`config.mk`:
```
export PLATFORM = sky130hd
export DESIGN_NAME = rcd_decoder
export DESIGN_NICKNAME = d
export VERILOG_FILES = /design/src/include/rcd_pkg.sv /design/src/include/rcd_mem_if.sv /design/src/rtl/rcd_mem.sv /design/src/rtl/rcd_decoder.sv
export VERILOG_INCLUDE_DIRS = /design/src /design/src/include
export SDC_FILE = /design/constraint.sdc
export NUM_CORES = 1
export LEC_CHECK = 0
export BUFFER_PORTS_ARGS = -buffer_cell sky130_fd_sc_hd__buf_2
export CAP_MARGIN = 10
export CORE_MARGIN = 2
export CORE_UTILIZATION = 60
export DETAILED_ROUTE_END_ITERATION = 16
export HOLD_SLACK_MARGIN = 0.02
export PLACE_DENSITY_LB_ADDON = 0.25
export SLEW_MARGIN = 5
export SYNTH_ARGS = -nofsm -noshare
export SYNTH_HDL_FRONTEND = slang
export SYNTH_SLANG_ARGS = --single-unit
```
`constraint.sdc`:
```
create_clock -name i_ref_clk -period 3.8 [get_ports i_ref_clk]
set_input_delay 0.57 -clock i_ref_clk [delete_from_list [all_inputs] [get_ports i_ref_clk]]
set_output_delay 0.57 -clock i_ref_clk [all_outputs]
set_load 0.01 [all_outputs]
```
`src/include/rcd_map.svh`:
```
`ifndef RCD_MAP_SVH
`define RCD_MAP_SVH

// ============================================================
// Opcode encodings.
`define RCD_OPC_REG_READ    3'h0
`define RCD_OPC_REG_WRITE   3'h1
`define RCD_OPC_RX_READ     8'h61
`define RCD_OPC_TX_WRITE    8'hA0
`define RCD_OPC_TX_FLUSH    8'hE1
`define RCD_OPC_RX_FLUSH    8'hE2
`define RCD_OPC_REPEAT      8'hE3
`define RCD_OPC_WIDTH       8'h60
`define RCD_OPC_ACK_WRITE   5'h15
`define RCD_OPC_TX_NOACK    8'hB0
`define RCD_OPC_IDLE        8'hFF

// ============================================================
// Sizes and limits.
`define RCD_MAX_PAYLOAD     6'h20
`define RCD_MAX_REG_BYTES   6'h05
`define RCD_MAX_ACK         2'h3
`define RCD_PIPE_LAST       3'h5
`define RCD_LAST_BIT        3'h7
`define RCD_CNT_W           6
`define RCD_ADDR_W          5

`endif

```
`src/include/rcd_pkg.sv`:
```
`default_nettype none
`include "rcd_map.svh"

package rcd_pkg;

    // ============================================================
    // Decoded command kinds.
    typedef enum logic [3:0] {
        CMD_NONE  = 4'h0,
        CMD_RREG  = 4'h1,
        CMD_WREG  = 4'h2,
        CMD_RXRD  = 4'h3,
        CMD_TXWR  = 4'h4,
        CMD_TXNA  = 4'h5,
        CMD_ACKW  = 4'h6,
        CMD_FLTX  = 4'h7,
        CMD_FLRX  = 4'h8,
        CMD_REUSE = 4'h9,
        CMD_WIDQ  = 4'hA,
        CMD_IDLE  = 4'hB
    } rcd_cmd_t;

    // ============================================================
    // Whole state of the decoder.
    typedef struct packed {
        logic                       sck_q;
        logic                       cs_q;
        logic                       first;
        logic [2:0]                 bitcnt;
        logic [7:0]                 sh_in;
        logic [7:0]                 sh_out;
        rcd_cmd_t                   cmd;
        logic [`RCD_CNT_W-1:0]      nbytes;
        logic [4:0]                 reg_addr;
        logic [2:0]                 ack_pipe;
        logic [1:0]                 ack_cnt;
        logic                       reuse;
        logic                       tx_commit;
        logic                       tx_no_ack;
        logic                       tx_flush;
        logic                       rx_flush;
        logic                       rx_pop;
        logic                       ack_commit;
        logic                       reg_wr;
        logic [7:0]                 reg_wdata;
        logic [`RCD_CNT_W-1:0]      len;
    } rcd_state_t;

endpackage

`default_nettype wire

```
`src/include/rcd_mem_if.sv`:
```
`timescale 1ns/100ps
`default_nettype none
`include "rcd_map.svh"

// ============================================================
// Staging memory port: write from the decoder, read by the radio core.
interface rcd_mem_if;
    logic                   we;
    logic [`RCD_ADDR_W-1:0] waddr;
    logic [7:0]             wdata;
    logic [`RCD_ADDR_W-1:0] raddr;
    logic [7:0]             rdata;

    modport ctl (output we, output waddr, output wdata, output raddr, input rdata);
    modport mem (input we, input waddr, input wdata, input raddr, output rdata);
endinterface

`default_nettype wire

```
`src/rtl/rcd_mem.sv`:
```
`timescale 1ns/100ps
`default_nettype none

// ============================================================
// Payload staging memory with registered read data.
module rcd_mem #(
    parameter int DEPTH = 32
) (
    input  wire logic i_ref_clk,
    rcd_mem_if.mem    port
);

    logic [7:0] mem_q [DEPTH];

    // Write one byte and register the read byte every cycle.
    always_ff @(posedge i_ref_clk) begin
        if (port.we) begin
            mem_q[port.waddr] <= port.wdata;
        end
        port.rdata <= mem_q[port.raddr];
    end

endmodule

`default_nettype wire

```
`src/rtl/rcd_decoder.sv`:
```
// How it works
// - Receive read shifts out payload bytes from index zero, pops payload at frame end.
// - Transmit write stores 1 to 32 bytes from index zero, then queues them.
// - Transmit flush has no data and empties the transmit queue.
// - Receive flush has no data and empties the receive queue.
// - Repeat command makes the transmitter resend its last payload.
// - Repeating ends on a transmit write or a transmit flush.
// - Width query returns the byte count of the head receive payload.
// - Acknowledge write stores 1 to 32 bytes for the selected pipe.
// - Only pipe selectors zero through five are accepted.
// - At most three acknowledge payloads wait at once.
// - Acknowledge payloads leave in the order written.
// - No-acknowledge write sends its packet without automatic acknowledge.
// - Idle opcode changes nothing; only the status byte shifts out.
// - Register opcodes carry a five-bit address and 1 to 5 data bytes.
`timescale 1ns/100ps
`default_nettype none
`include "rcd_map.svh"

module rcd_decoder #(
    parameter int DEPTH = 32
) (
    input  wire logic        i_ref_clk,
    input  wire logic        i_arst_n,
    input  wire logic        i_spi_sck,
    input  wire logic        i_spi_cs_n,
    input  wire logic        i_spi_mosi,
    output logic             o_spi_miso,
    output logic             o_spi_miso_oe,
    input  wire logic [7:0]  i_status,
    input  wire logic [7:0]  i_rx_byte,
    input  wire logic [7:0]  i_rx_width,
    input  wire logic [7:0]  i_reg_rdata,
    input  wire logic        i_ack_sent,
    input  wire logic [4:0]  i_stage_raddr,
    output logic [7:0]       o_stage_rdata,
    output logic [5:0]       o_rx_idx,
    output logic             o_rx_pop,
    output logic             o_rx_flush,
    output logic             o_tx_commit,
    output logic             o_tx_no_ack,
    output logic             o_tx_flush,
    output logic [5:0]       o_len,
    output logic             o_reuse_active,
    output logic             o_ack_commit,
    output logic [2:0]       o_ack_pipe,
    output logic [4:0]       o_reg_addr,
    output logic [5:0]       o_reg_byte,
    output logic             o_reg_wr,
    output logic [7:0]       o_reg_wdata
);

    rcd_pkg::rcd_state_t r_reg;
    rcd_pkg::rcd_state_t r_next;
    rcd_mem_if           mif ();

    // ============================================================
    // Opcode decode.
    function automatic rcd_pkg::rcd_cmd_t decode(input logic [7:0] opc);
        rcd_pkg::rcd_cmd_t c;
        c = rcd_pkg::CMD_NONE;
        if (opc[7:5] == `RCD_OPC_REG_READ) begin
            c = rcd_pkg::CMD_RREG;
        end else if (opc[7:5] == `RCD_OPC_REG_WRITE) begin
            c = rcd_pkg::CMD_WREG;
        end else if (opc[7:3] == `RCD_OPC_ACK_WRITE) begin
            if (opc[2:0] <= `RCD_PIPE_LAST) begin
                c = rcd_pkg::CMD_ACKW;
            end
        end else begin
            case (opc)
                `RCD_OPC_RX_READ:  c = rcd_pkg::CMD_RXRD;
                `RCD_OPC_TX_WRITE: c = rcd_pkg::CMD_TXWR;
                `RCD_OPC_TX_NOACK: c = rcd_pkg::CMD_TXNA;
                `RCD_OPC_TX_FLUSH: c = rcd_pkg::CMD_FLTX;
                `RCD_OPC_RX_FLUSH: c = rcd_pkg::CMD_FLRX;
                `RCD_OPC_REPEAT:   c = rcd_pkg::CMD_REUSE;
                `RCD_OPC_WIDTH:    c = rcd_pkg::CMD_WIDQ;
                `RCD_OPC_IDLE:     c = rcd_pkg::CMD_IDLE;
                default:           c = rcd_pkg::CMD_NONE;
            endcase
        end
        return c;
    endfunction

    // ============================================================
    // Byte to shift out after each completed byte.
    function automatic logic [7:0] out_byte(input rcd_pkg::rcd_state_t s, input logic [7:0] rxb,
                                            input logic [7:0] wid, input logic [7:0] regd);
        logic [7:0] b;
        b = 8'h00;
        case (s.cmd)
            rcd_pkg::CMD_RXRD: b = rxb;
            rcd_pkg::CMD_RREG: b = regd;
            rcd_pkg::CMD_WIDQ: b = (s.nbytes == '0) ? wid : 8'h00;
            default:           b = 8'h00;
        endcase
        return b;
    endfunction

    // ============================================================
    // Next-state logic.
    always_comb begin
        logic       rise;
        logic       fall;
        logic [7:0] sh;
        rise = i_spi_sck & ~r_reg.sck_q;
        fall = ~i_spi_sck & r_reg.sck_q;
        sh = {r_reg.sh_in[6:0], i_spi_mosi};
        r_next = r_reg;
        r_next.sck_q = i_spi_sck;
        r_next.cs_q = i_spi_cs_n;
        r_next.tx_commit = 1'b0;
        r_next.tx_flush = 1'b0;
        r_next.rx_flush = 1'b0;
        r_next.rx_pop = 1'b0;
        r_next.ack_commit = 1'b0;
        r_next.reg_wr = 1'b0;
        mif.we = 1'b0;
        mif.waddr = r_reg.nbytes[`RCD_ADDR_W-1:0];
        mif.wdata = sh;
        mif.raddr = i_stage_raddr;
        // A sent acknowledge frees one slot.
        if (i_ack_sent && r_reg.ack_cnt != 2'h0) begin
            r_next.ack_cnt = r_reg.ack_cnt - 2'h1;
        end
        if (!i_spi_cs_n && r_reg.cs_q) begin
            // Frame start: status byte is loaded first.
            r_next.cmd = rcd_pkg::CMD_NONE;
            r_next.first = 1'b1;
            r_next.bitcnt = 3'h0;
            r_next.nbytes = '0;
            r_next.sh_out = i_status;
        end else if (!i_spi_cs_n) begin
            if (rise) begin
                r_next.sh_in = sh;
                r_next.bitcnt = 3'(r_reg.bitcnt + 3'h1);
                if (r_reg.bitcnt == `RCD_LAST_BIT && r_reg.first) begin
                    r_next.first = 1'b0;
                    r_next.cmd = decode(sh);
                    r_next.reg_addr = sh[4:0];
                    r_next.ack_pipe = sh[2:0];
                end else if (r_reg.bitcnt == `RCD_LAST_BIT && r_reg.nbytes < `RCD_MAX_PAYLOAD) begin
                    // Data byte: first byte lands at index zero.
                    r_next.nbytes = r_reg.nbytes + 6'h01;
                    case (r_reg.cmd)
                        rcd_pkg::CMD_TXWR, rcd_pkg::CMD_TXNA, rcd_pkg::CMD_ACKW: begin
                            mif.we = 1'b1;
                        end
                        rcd_pkg::CMD_WREG: begin
                            r_next.reg_wr = (r_reg.nbytes < `RCD_MAX_REG_BYTES);
                            r_next.reg_wdata = sh;
                        end
                        default: begin
                        end
                    endcase
                end
            end
            if (fall) begin
                r_next.sh_out = (r_reg.bitcnt == 3'h0) ?
                    out_byte(r_reg, i_rx_byte, i_rx_width, i_reg_rdata) : {r_reg.sh_out[6:0], 1'b0};
            end
        end else if (i_spi_cs_n && !r_reg.cs_q) begin
            // Frame end: side effects of the finished command.
            r_next.len = r_reg.nbytes;
            case (r_reg.cmd)
                rcd_pkg::CMD_RXRD: r_next.rx_pop = (r_reg.nbytes != '0);
                rcd_pkg::CMD_TXWR, rcd_pkg::CMD_TXNA: begin
                    if (r_reg.nbytes != '0) begin
                        r_next.tx_commit = 1'b1;
                        r_next.tx_no_ack = (r_reg.cmd == rcd_pkg::CMD_TXNA);
                        r_next.reuse = 1'b0;
                    end
                end
                rcd_pkg::CMD_ACKW: begin
                    // Commits go out in write order; the radio core keeps them in order.
                    if (r_reg.nbytes != '0 && r_next.ack_cnt < `RCD_MAX_ACK) begin
                        r_next.ack_commit = 1'b1;
                        r_next.ack_cnt = r_next.ack_cnt + 2'h1;
                    end
                end
                rcd_pkg::CMD_FLTX: begin
                    r_next.tx_flush = 1'b1;
                    r_next.reuse = 1'b0;
                    r_next.ack_cnt = 2'h0;
                end
                rcd_pkg::CMD_FLRX: r_next.rx_flush = 1'b1;
                rcd_pkg::CMD_REUSE: r_next.reuse = 1'b1;
                default: begin
                end
            endcase
        end
    end

    // ============================================================
    // State register.
    always_ff @(posedge i_ref_clk or negedge i_arst_n) begin
        if (!i_arst_n) begin
            r_reg <= '{sck_q: 1'b0, cs_q: 1'b1, cmd: rcd_pkg::CMD_NONE, default: '0};
        end else begin
            r_reg <= r_next;
        end
    end

    rcd_mem #(
        .DEPTH (DEPTH)
    ) u_mem (
        .i_ref_clk (i_ref_clk),
        .port      (mif.mem)
    );

    // ============================================================
    // Outputs.
    assign o_spi_miso = r_reg.sh_out[7];
    assign o_spi_miso_oe = ~r_reg.cs_q;
    assign o_stage_rdata = mif.rdata;
    assign o_rx_idx = r_reg.nbytes;
    assign o_rx_pop = r_reg.rx_pop;
    assign o_rx_flush = r_reg.rx_flush;
    assign o_tx_commit = r_reg.tx_commit;
    assign o_tx_no_ack = r_reg.tx_no_ack;
    assign o_tx_flush = r_reg.tx_flush;
    assign o_len = r_reg.len;
    assign o_reuse_active = r_reg.reuse;
    assign o_ack_commit = r_reg.ack_commit;
    assign o_ack_pipe = r_reg.ack_pipe;
    assign o_reg_addr = r_reg.reg_addr;
    assign o_reg_byte = r_reg.nbytes;
    assign o_reg_wr = r_reg.reg_wr;
    assign o_reg_wdata = r_reg.reg_wdata;
endmodule

`default_nettype wire

```
==> results of run 1 <==
## routing by layer
metal  wire (um)  vias up  track usage, %
li1            -     3088               -
met1       11890     3825           37.30
met2       15350      367           42.94
met3        2226       49           3.890
met4         648        0           6.378
met5           0        -               0
## cell type report
class	count	area share (%)
Clock inverter	22	1.244
Clock buffer	35	5.314
Timing Repair Buffer	103	3.801
Tap cell	280	2.354
Sequential cell	324	62.89
Multi-Input combinational cell	347	24.07
Inverter	13	0.3279
## cells in the final DEF (no fill, tap or decap), types with 5 or more instances in the layout
master     count
edfxtp_1     256
buf_2         93
mux4_2        80
dfrtp_1       53
nor2_1        44
nand2_1       44
mux2_2        33
clkbuf_16     31
nand3_1       15
inv_1         13
o21ai_0       12
nand2b_1      10
ha_1          10
a22oi_1        8
buf_4          8
dfxtp_1        8
inv_6          7
nand3b_1       6
a32oi_1        6
o221ai_1       6
nor4_1         6
clkinv_1       6
dfrtp_2        6
and2_1         5
nand4_1        5
clkinv_2       5
## worst max path at each step
stage                     cells past startpoint                           end  slack [ns]
final                                         7  u_mem.mem_q[11][5]$_DFFE_PP_        0.69
after global routing                          7  u_mem.mem_q[19][6]$_DFFE_PP_        0.45
after CTS                                     7   u_mem.mem_q[9][3]$_DFFE_PP_        0.72
after detailed placement                      5   u_mem.mem_q[9][6]$_DFFE_PP_        0.64
after global placement                        5   u_mem.mem_q[9][6]$_DFFE_PP_        0.80
after floorplan                               7  u_mem.mem_q[11][0]$_DFFE_PP_        1.14
## cells in the mapped netlist (2+ instances only)
master and instances:
mux2_2 33, o221ai_1 6, nand4_1 5, nor4_1 6
a2111oi_0 4, a32oi_1 6, nor2_1 44, or4_1 2
nand3b_1 6, xnor2_1 2, mux2i_1 3, nand2_1 44
ha_1 10, o31ai_1 2, mux4_2 80, buf_1 11
nor3b_1 3, nor4bb_1 2, clkbuf_1 26, inv_1 13
buf_4 40, edfxtp_1 256, nor3_1 4, o22ai_1 2
dfxtp_1 8, a22oi_1 8, and3_1 3, nor2b_1 4
xor2_1 2, o21ai_0 12, and2_1 5, nand2b_1 10
a21oi_1 3, buf_2 2, dfrtp_1 59, a21o_1 3
a22o_1 4, nand3_1 15
## through the flow
| step | power, mW | setup WS (ns) | std cells |
|---|---|---|---|
| after floorplan | 4.554 | 1.141 | 764 |
| after global placement | 4.821 | 0.8025 | 1067 |
| after detailed placement | 4.841 | 0.6424 | 1067 |
| after CTS | 7.777 | 0.7154 | 1124 |
| after global routing | 7.976 | 0.4516 | 1124 |
| final | 7.738 | 0.6899 | 1124 |
## worst max-delay path, stage by stage (launching register included)
cell	delay [ns]
dfrtp_1	0.40
ha_1	0.17
ha_1	0.21
nor4bb_1	0.30
buf_4	0.19
and2_1	0.23
nand3_1	0.50
nor2_1	0.75
## power by group
part | leakage, nW | internal, mW | total [mW] | switching (mW)
clock | 0.480 | 1.65 | 2.97 | 1.32
combinational | 1.64 | 0.222 | 0.490 | 0.268
sequential | 3.21 | 4.03 | 4.28 | 0.247
## cell families after synthesis
logic type	after synthesis	synth area share (%)
multiplexers	116	16.40
buffers and inverters	93	3.790
adder cells (fa/ha/maj)	10	0.9313
XOR/XNOR	4	0.2608
AO/OA/AOI/OAI	60	3.306
flip-flops	324	69.59
AND/OR/NAND/NOR	157	5.718
==> key figures, run 1 <==
Floorplan
  – Effective utilization at floorplan: 61.37%
  – Number of top-level design ports: 95
  – Cell Rows: 54
  – Full die area: 0.02361 sq mm
  – Core Box Area: 0.02189 sq mm
  – Height of the die: 153.6 um
  – X dimension of the die: 153.6 um

Clock tree
  – # H-tree levels: 1
  – CTS clock-pin slew for the worst setup and hold paths: 0.07 ns
  – Cell at the root of the clock tree: clkbuf_16
  – Clock latency reported for the late side of the worst-skew pair: 0.57 ns
  – CTS Hold Buffers Added: 0
  – Post-cts resize count: 0
  – Total CTS buffers: 31
  – Postcts setup bufs: 0
  – Clock buffer depth: 3
  – Number of clock sinks seen by CTS: 324
  – CTS tree: built

Routing
  – Drt via density: 6.520
  – Total detailed-routing wirelength: 30120 um
  – WL per Instance: 26.80 um
  – First-pass DRT Iterations: 5
  – DRC Markers: 0
  – Vias after detailed routing: 7329
  – Antenna Violating Nets Remaining: 0
  – DRC marker count from the first detailed-route iteration: 724

Cells and area
  – Fill count: 1419
  – Design Area, Final: 0.01488 sq mm
  – Max FFs per register: 256
  – P&R area growth vs syn: 10.76%
  – Fin nets: 873
  – Multi-input combinational cell area: 0.003582 sq mm
  – Fraction of final layout cells with drive strength greater than 1: 32.23%
  – Count of antenna diodes in the layout: 0
  – Final design utilization: 67.98%
  – Seq. cell area: 0.009358 sq mm

Synth
  – Area of the mapped netlist: 0.01344 sq mm
  – Cells after Synth: 764
  – Number of flip-flops and latches in the synthesized netlist: 324
  – Number of different library cells in the post-synthesis netlist: 54
  – Number of synthesized flops with an enable pin: 256
  – Avg Synthesized Cell Area: 17.59 sq um
  – Yosys top cell by area: edfxtp_1
  – Share of synthesized area occupied by flip-flops and latches: 69.59%
  – Leading register cell type out of synthesis: edfxtp_1
  – Net Count, Synth: 817
  – FFs w/ async S/R, synth: 18.52%
  – Yosys warning total: 0
  – Area fraction of the dominant cell type after synthesis: 57.22%
  – Leading post-synthesis cells by cell area: edfxtp_1 57%, mux4_2 13%, dfrtp_1 11%, mux2_2 2.8%, buf_4 2.2%

Global routing
  – Initial antenna violation count: 0
  – Vias in the first global route: 7262
  – Global routing usage summed across all routing layers: 25.96%
  – Pin count of the biggest net entering global routing: 46
  – First-pass GRT wire length: 45950 um
  – Sum of overflow across all layers after global routing: 0

Timing
  – Max Clock Skew: 0.01893 ns
  – Tightest Pin Transition: 0.9674 ns
  – Number of max-slew violations in the final report: 0
  – RSZ-0062 raised after global routing: no
  – Worst rel slew slack: 35.51%
  – Setup violators final: 0
  – Final setup TNS: 0 ns
  – Max frequency: 321.5 MHz
  – Min Tclk post-route: 3.110 ns
  – Final Hold Viols: 0
  – Min Hold Slack: 0.1579 ns
  – Final period util: 81.84%

Setup path
  – Launching point of the worst reg2reg path: r_reg[58]$_DFFE_PN0P_
  – CP startpoint kind: flip-flop
  – Critical Path End Type: flip-flop
  – Required time at the endpoint of the critical path: 4.00 ns
  – First element of the critical path: r_reg[58]$_DFFE_PN0P_
  – Arrival time reported for the critical path endpoint: 3.31 ns
  – Largest fanout of any net on the critical path: 8
  – Critical path class: reg2reg
  – Register-to-register path setup slack: 0.69 ns
  – Worst r2r path cells: 7
  – Worst flop-to-flop path endpoint: u_mem.mem_q[11][5]$_DFFE_PP_

Placement
  – Number of I/O port buffers: 94
  – Total half-perimeter wirelength after legalization and detailed placement: 19020 um
  – Placed inst area: 0.01390 sq mm
  – GP Congestion: 0.9102

Hold path
  – Hold/Removal Path Class: in2async

Power and ir drop
  – Leak: 5.330 nW
  – Pwr Density: 520.0 mW/mm^2
  – Highest ir drop seen on vdd: 0.0004692 V

Run
  – Max-capacitance violation count: 0

Outcome
  – Outcome: finished, final reports clean
Note: power is estimated with default switching activity, not from simulation.
==> inputs of run 2 (changes only) <==
--- a/config.mk
+++ b/config.mk
@@ -9,7 +9,7 @@
 export BUFFER_PORTS_ARGS = -buffer_cell sky130_fd_sc_hd__buf_2
 export CAP_MARGIN = 10
 export CORE_MARGIN = 2
-export CORE_UTILIZATION = 60
+export CORE_UTILIZATION = 54
 export DETAILED_ROUTE_END_ITERATION = 16
 export HOLD_SLACK_MARGIN = 0.02
 export PLACE_DENSITY_LB_ADDON = 0.25
==> constraint.sdc (replaced) <==
create_clock -name i_ref_clk -period 2.8 [get_ports i_ref_clk]
set_input_delay 0.42 -clock i_ref_clk [delete_from_list [all_inputs] [get_ports i_ref_clk]]
set_output_delay 0.42 -clock i_ref_clk [all_outputs]
set_load 0.01 [all_outputs]
==> run 2 against run 1 <==
Net effect:
- clock power up 53%
- flip-flop and latch count is the same
- via count down 1.1%
- combinational power grew 93%
- largest power group unchanged
==> key figures, run 2 (synthesized netlist as in run 1, its figures left out) <==
Clock tree
  – Clock buffer depth: 3
  – CTS clock-pin slew for the worst setup and hold paths: 0.06 ns
  – Total CTS buffers: 34
  – Postcts setup bufs: 0
  – Cell at the root of the clock tree: clkbuf_16
  – # H-tree levels: 2
  – CTS tree: built
  – Clock latency reported for the late side of the worst-skew pair: 0.50 ns
  – Number of clock sinks seen by CTS: 324

Setup path
  – Largest fanout of any net on the critical path: 8
  – Worst r2r path cells: 7
  – Arrival time reported for the critical path endpoint: 2.76 ns
  – Critical Path End Type: flip-flop
  – Required time at the endpoint of the critical path: 3.00 ns
  – Critical path class: reg2reg
  – CP startpoint kind: flip-flop

Global routing
  – Global routing usage summed across all routing layers: 23.05%
  – Sum of overflow across all layers after global routing: 0
  – First-pass GRT wire length: 45520 um
  – Pin count of the biggest net entering global routing: 65
  – Vias in the first global route: 7556
  – Initial antenna violation count: 0

Timing
  – Max Clock Skew: 0.01724 ns
  – RSZ-0062 raised after global routing: no
  – Worst rel slew slack: 51.20%
  – Tightest Pin Transition: 0.7253 ns
  – Number of max-slew violations in the final report: 0
  – Max frequency: 391.3 MHz
  – Min Tclk post-route: 2.555 ns
  – Final period util: 91.27%
  – Setup violators final: 0
  – Final setup TNS: 0 ns
  – Final Hold Viols: 0

Routing
  – DRC marker count from the first detailed-route iteration: 628
  – Vias after detailed routing: 7251
  – DR WL met3: 1863 um
  – Routed met1 length: 12290 um
  – Drt via density: 5.934
  – First-pass DRT Iterations: 5
  – Total detailed-routing wirelength: 28850 um
  – Routed wl met2: 14260 um
  – Highest routed metal layer: met4
  – DRC Markers: 0
  – WL per Instance: 23.60 um
  – Antenna Violating Nets Remaining: 0

Power and ir drop
  – Combinational share of power: 8.6%
  – Sw Share: 22.17%
  – Highest ir drop seen on vdd: 0.0004683 V
  – Leak: 5.693 nW
  – Pint: 8.570 mW
  – Pwr Density: 708.6 mW/mm^2
  – Portion of total power attributed to the clock network: 41.1%
  – Overall power of the completed layout: 11.01 mW
  – Switching power summed over all nets: 2.441 mW
  – Fraction of power consumed by sequential logic: 50.3%

Cells and area
  – Count of antenna diodes in the layout: 0
  – Fin nets: 926
  – P&R area growth vs syn: 15.66%
  – Max FFs per register: 256
  – Commonest cells after routing, fill and taps aside: 256 x edfxtp_1, 93 x buf_2, 80 x mux4_2
  – Fill count: 1696
  – Count of placed standard cells in the final layout, fillers left out: 1222
  – Fraction of final layout cells with drive strength greater than 1: 35.86%
  – Leading cell type in the layout, fill and taps excluded: edfxtp_1

Floorplan
  – X dimension of the die: 161.7 um
  – Cell Rows: 57
  – Full die area: 0.02616 sq mm
  – Core Box Area: 0.02439 sq mm
  – Effective utilization at floorplan: 55.08%
  – Number of top-level design ports: 95
  – Height of the die: 161.7 um

Placement
  – GP Congestion: 0.8666
  – Inst Count DP: 1160
  – Number of I/O port buffers: 94
  – Total half-perimeter wirelength after legalization and detailed placement: 18810 um

Run
  – Max-capacitance violation count: 0

Outcome
  – Outcome: finished, final reports clean

Hold path
  – Hold/Removal Path Class: in2reg
  – Number of instances on the worst hold path: 1
-- run 2: cell count changes in the layout (fill, tap and decap cells not counted), sizes merged --
cell and delta:
buf +49, bufinv +1, clkbuf +10, clkinv -3, clkinvlp +3, dlygate4sd3 +1, inv -7
-- run 2: per-stage QoR --
stage / area [sq um] / utilization [%] / setup slack [ns] / hold slack, ns
after floorplan: 13440 / - / 0.1413 / 0.1244
after global placement: 14370 / 58.92 / 0.2437 / 0.4675
after detailed placement: 14370 / 58.92 / 0.1382 / 0.4798
after CTS: 15530 / 63.67 / 0.1062 / 0.07017
after global routing: 15540 / 63.71 / 0.02657 / 0.08425
final: 15540 / 63.71 / 0.2445 / 0.08761
-- run 2: path summary, 6_finish.rpt --
| check | startpoint | end | slack, ns |
|---|---|---|---|
| setup / recovery | r_reg[58]$_DFFE_PN0P_ | u_mem.mem_q[17][2]$_DFFE_PP_ | 0.24 |
| setup reg to reg | r_reg[58]$_DFFE_PN0P_ | u_mem.mem_q[17][2]$_DFFE_PP_ | 0.24 |
| max in group asynchronous | i_arst_n | o_len[2]$_DFFE_PN0P_ | 1.56 |
| min in group asynchronous | i_arst_n | o_reg_byte[2]$_DFFE_PN0P_ | 0.49 |
| hold reg to reg | o_len[2]$_DFFE_PN0P_ | o_len[2]$_DFFE_PN0P_ | 0.49 |
| hold / removal | i_spi_sck | r_reg[63]$_DFF_PN0_ | 0.09 |
-- run 2: cell type report --
type                    instances  area, sq um  share of cell area [%]
well taps                     324        405.4                   2.609
repair buffers                153        993.5                   6.393
inverters                      13        48.80                  0.3140
clock buffers                  45        985.9                   6.345
flip-flops and latches        324         9350                   60.17
clock inverters                16        163.9                   1.055
multi-input cells             347         3592                   23.12
-- run 2: power by group through the flow --
| stage | combinational [mW] | clock [mW] | sequential [mW] |
|---|---|---|---|
| CTS | 0.948 | 4.60 | 5.54 |
| detailed placement | 0.946 | 0 | 5.64 |
| global placement | 0.898 | 0 | 5.64 |
| floorplan | 0.464 | 0 | 5.72 |
| global route | 1.03 | 4.81 | 5.55 |
| finish | 0.944 | 4.53 | 5.54 |
-- run 2: routing by layer --
metal	global-route usage [%]	vias to the layer above
met4	4.706	0
met1	33.05	3719
met3	4.290	43
li1	-	3191
met2	37.92	298
met5	0	-
-- run 2: critical path, stage by stage (launching register included) --
cell and delay, ns:
dfrtp_1 0.39, ha_1 0.17, ha_1 0.21, nor4bb_1 0.44, and2_1 0.33, nand3_2 0.30
nor2_1 0.21, buf_4 0.21
-- run 2: repair_timing --
| item | in CTS | in global routing |
|---|---|---|
| resized for setup | 0 | 2 |
| endpoints found under the hold margin | 28 | 0 |
| hold buffers | 1 | 0 |
| endpoints found under the setup margin | 0 | 97 |
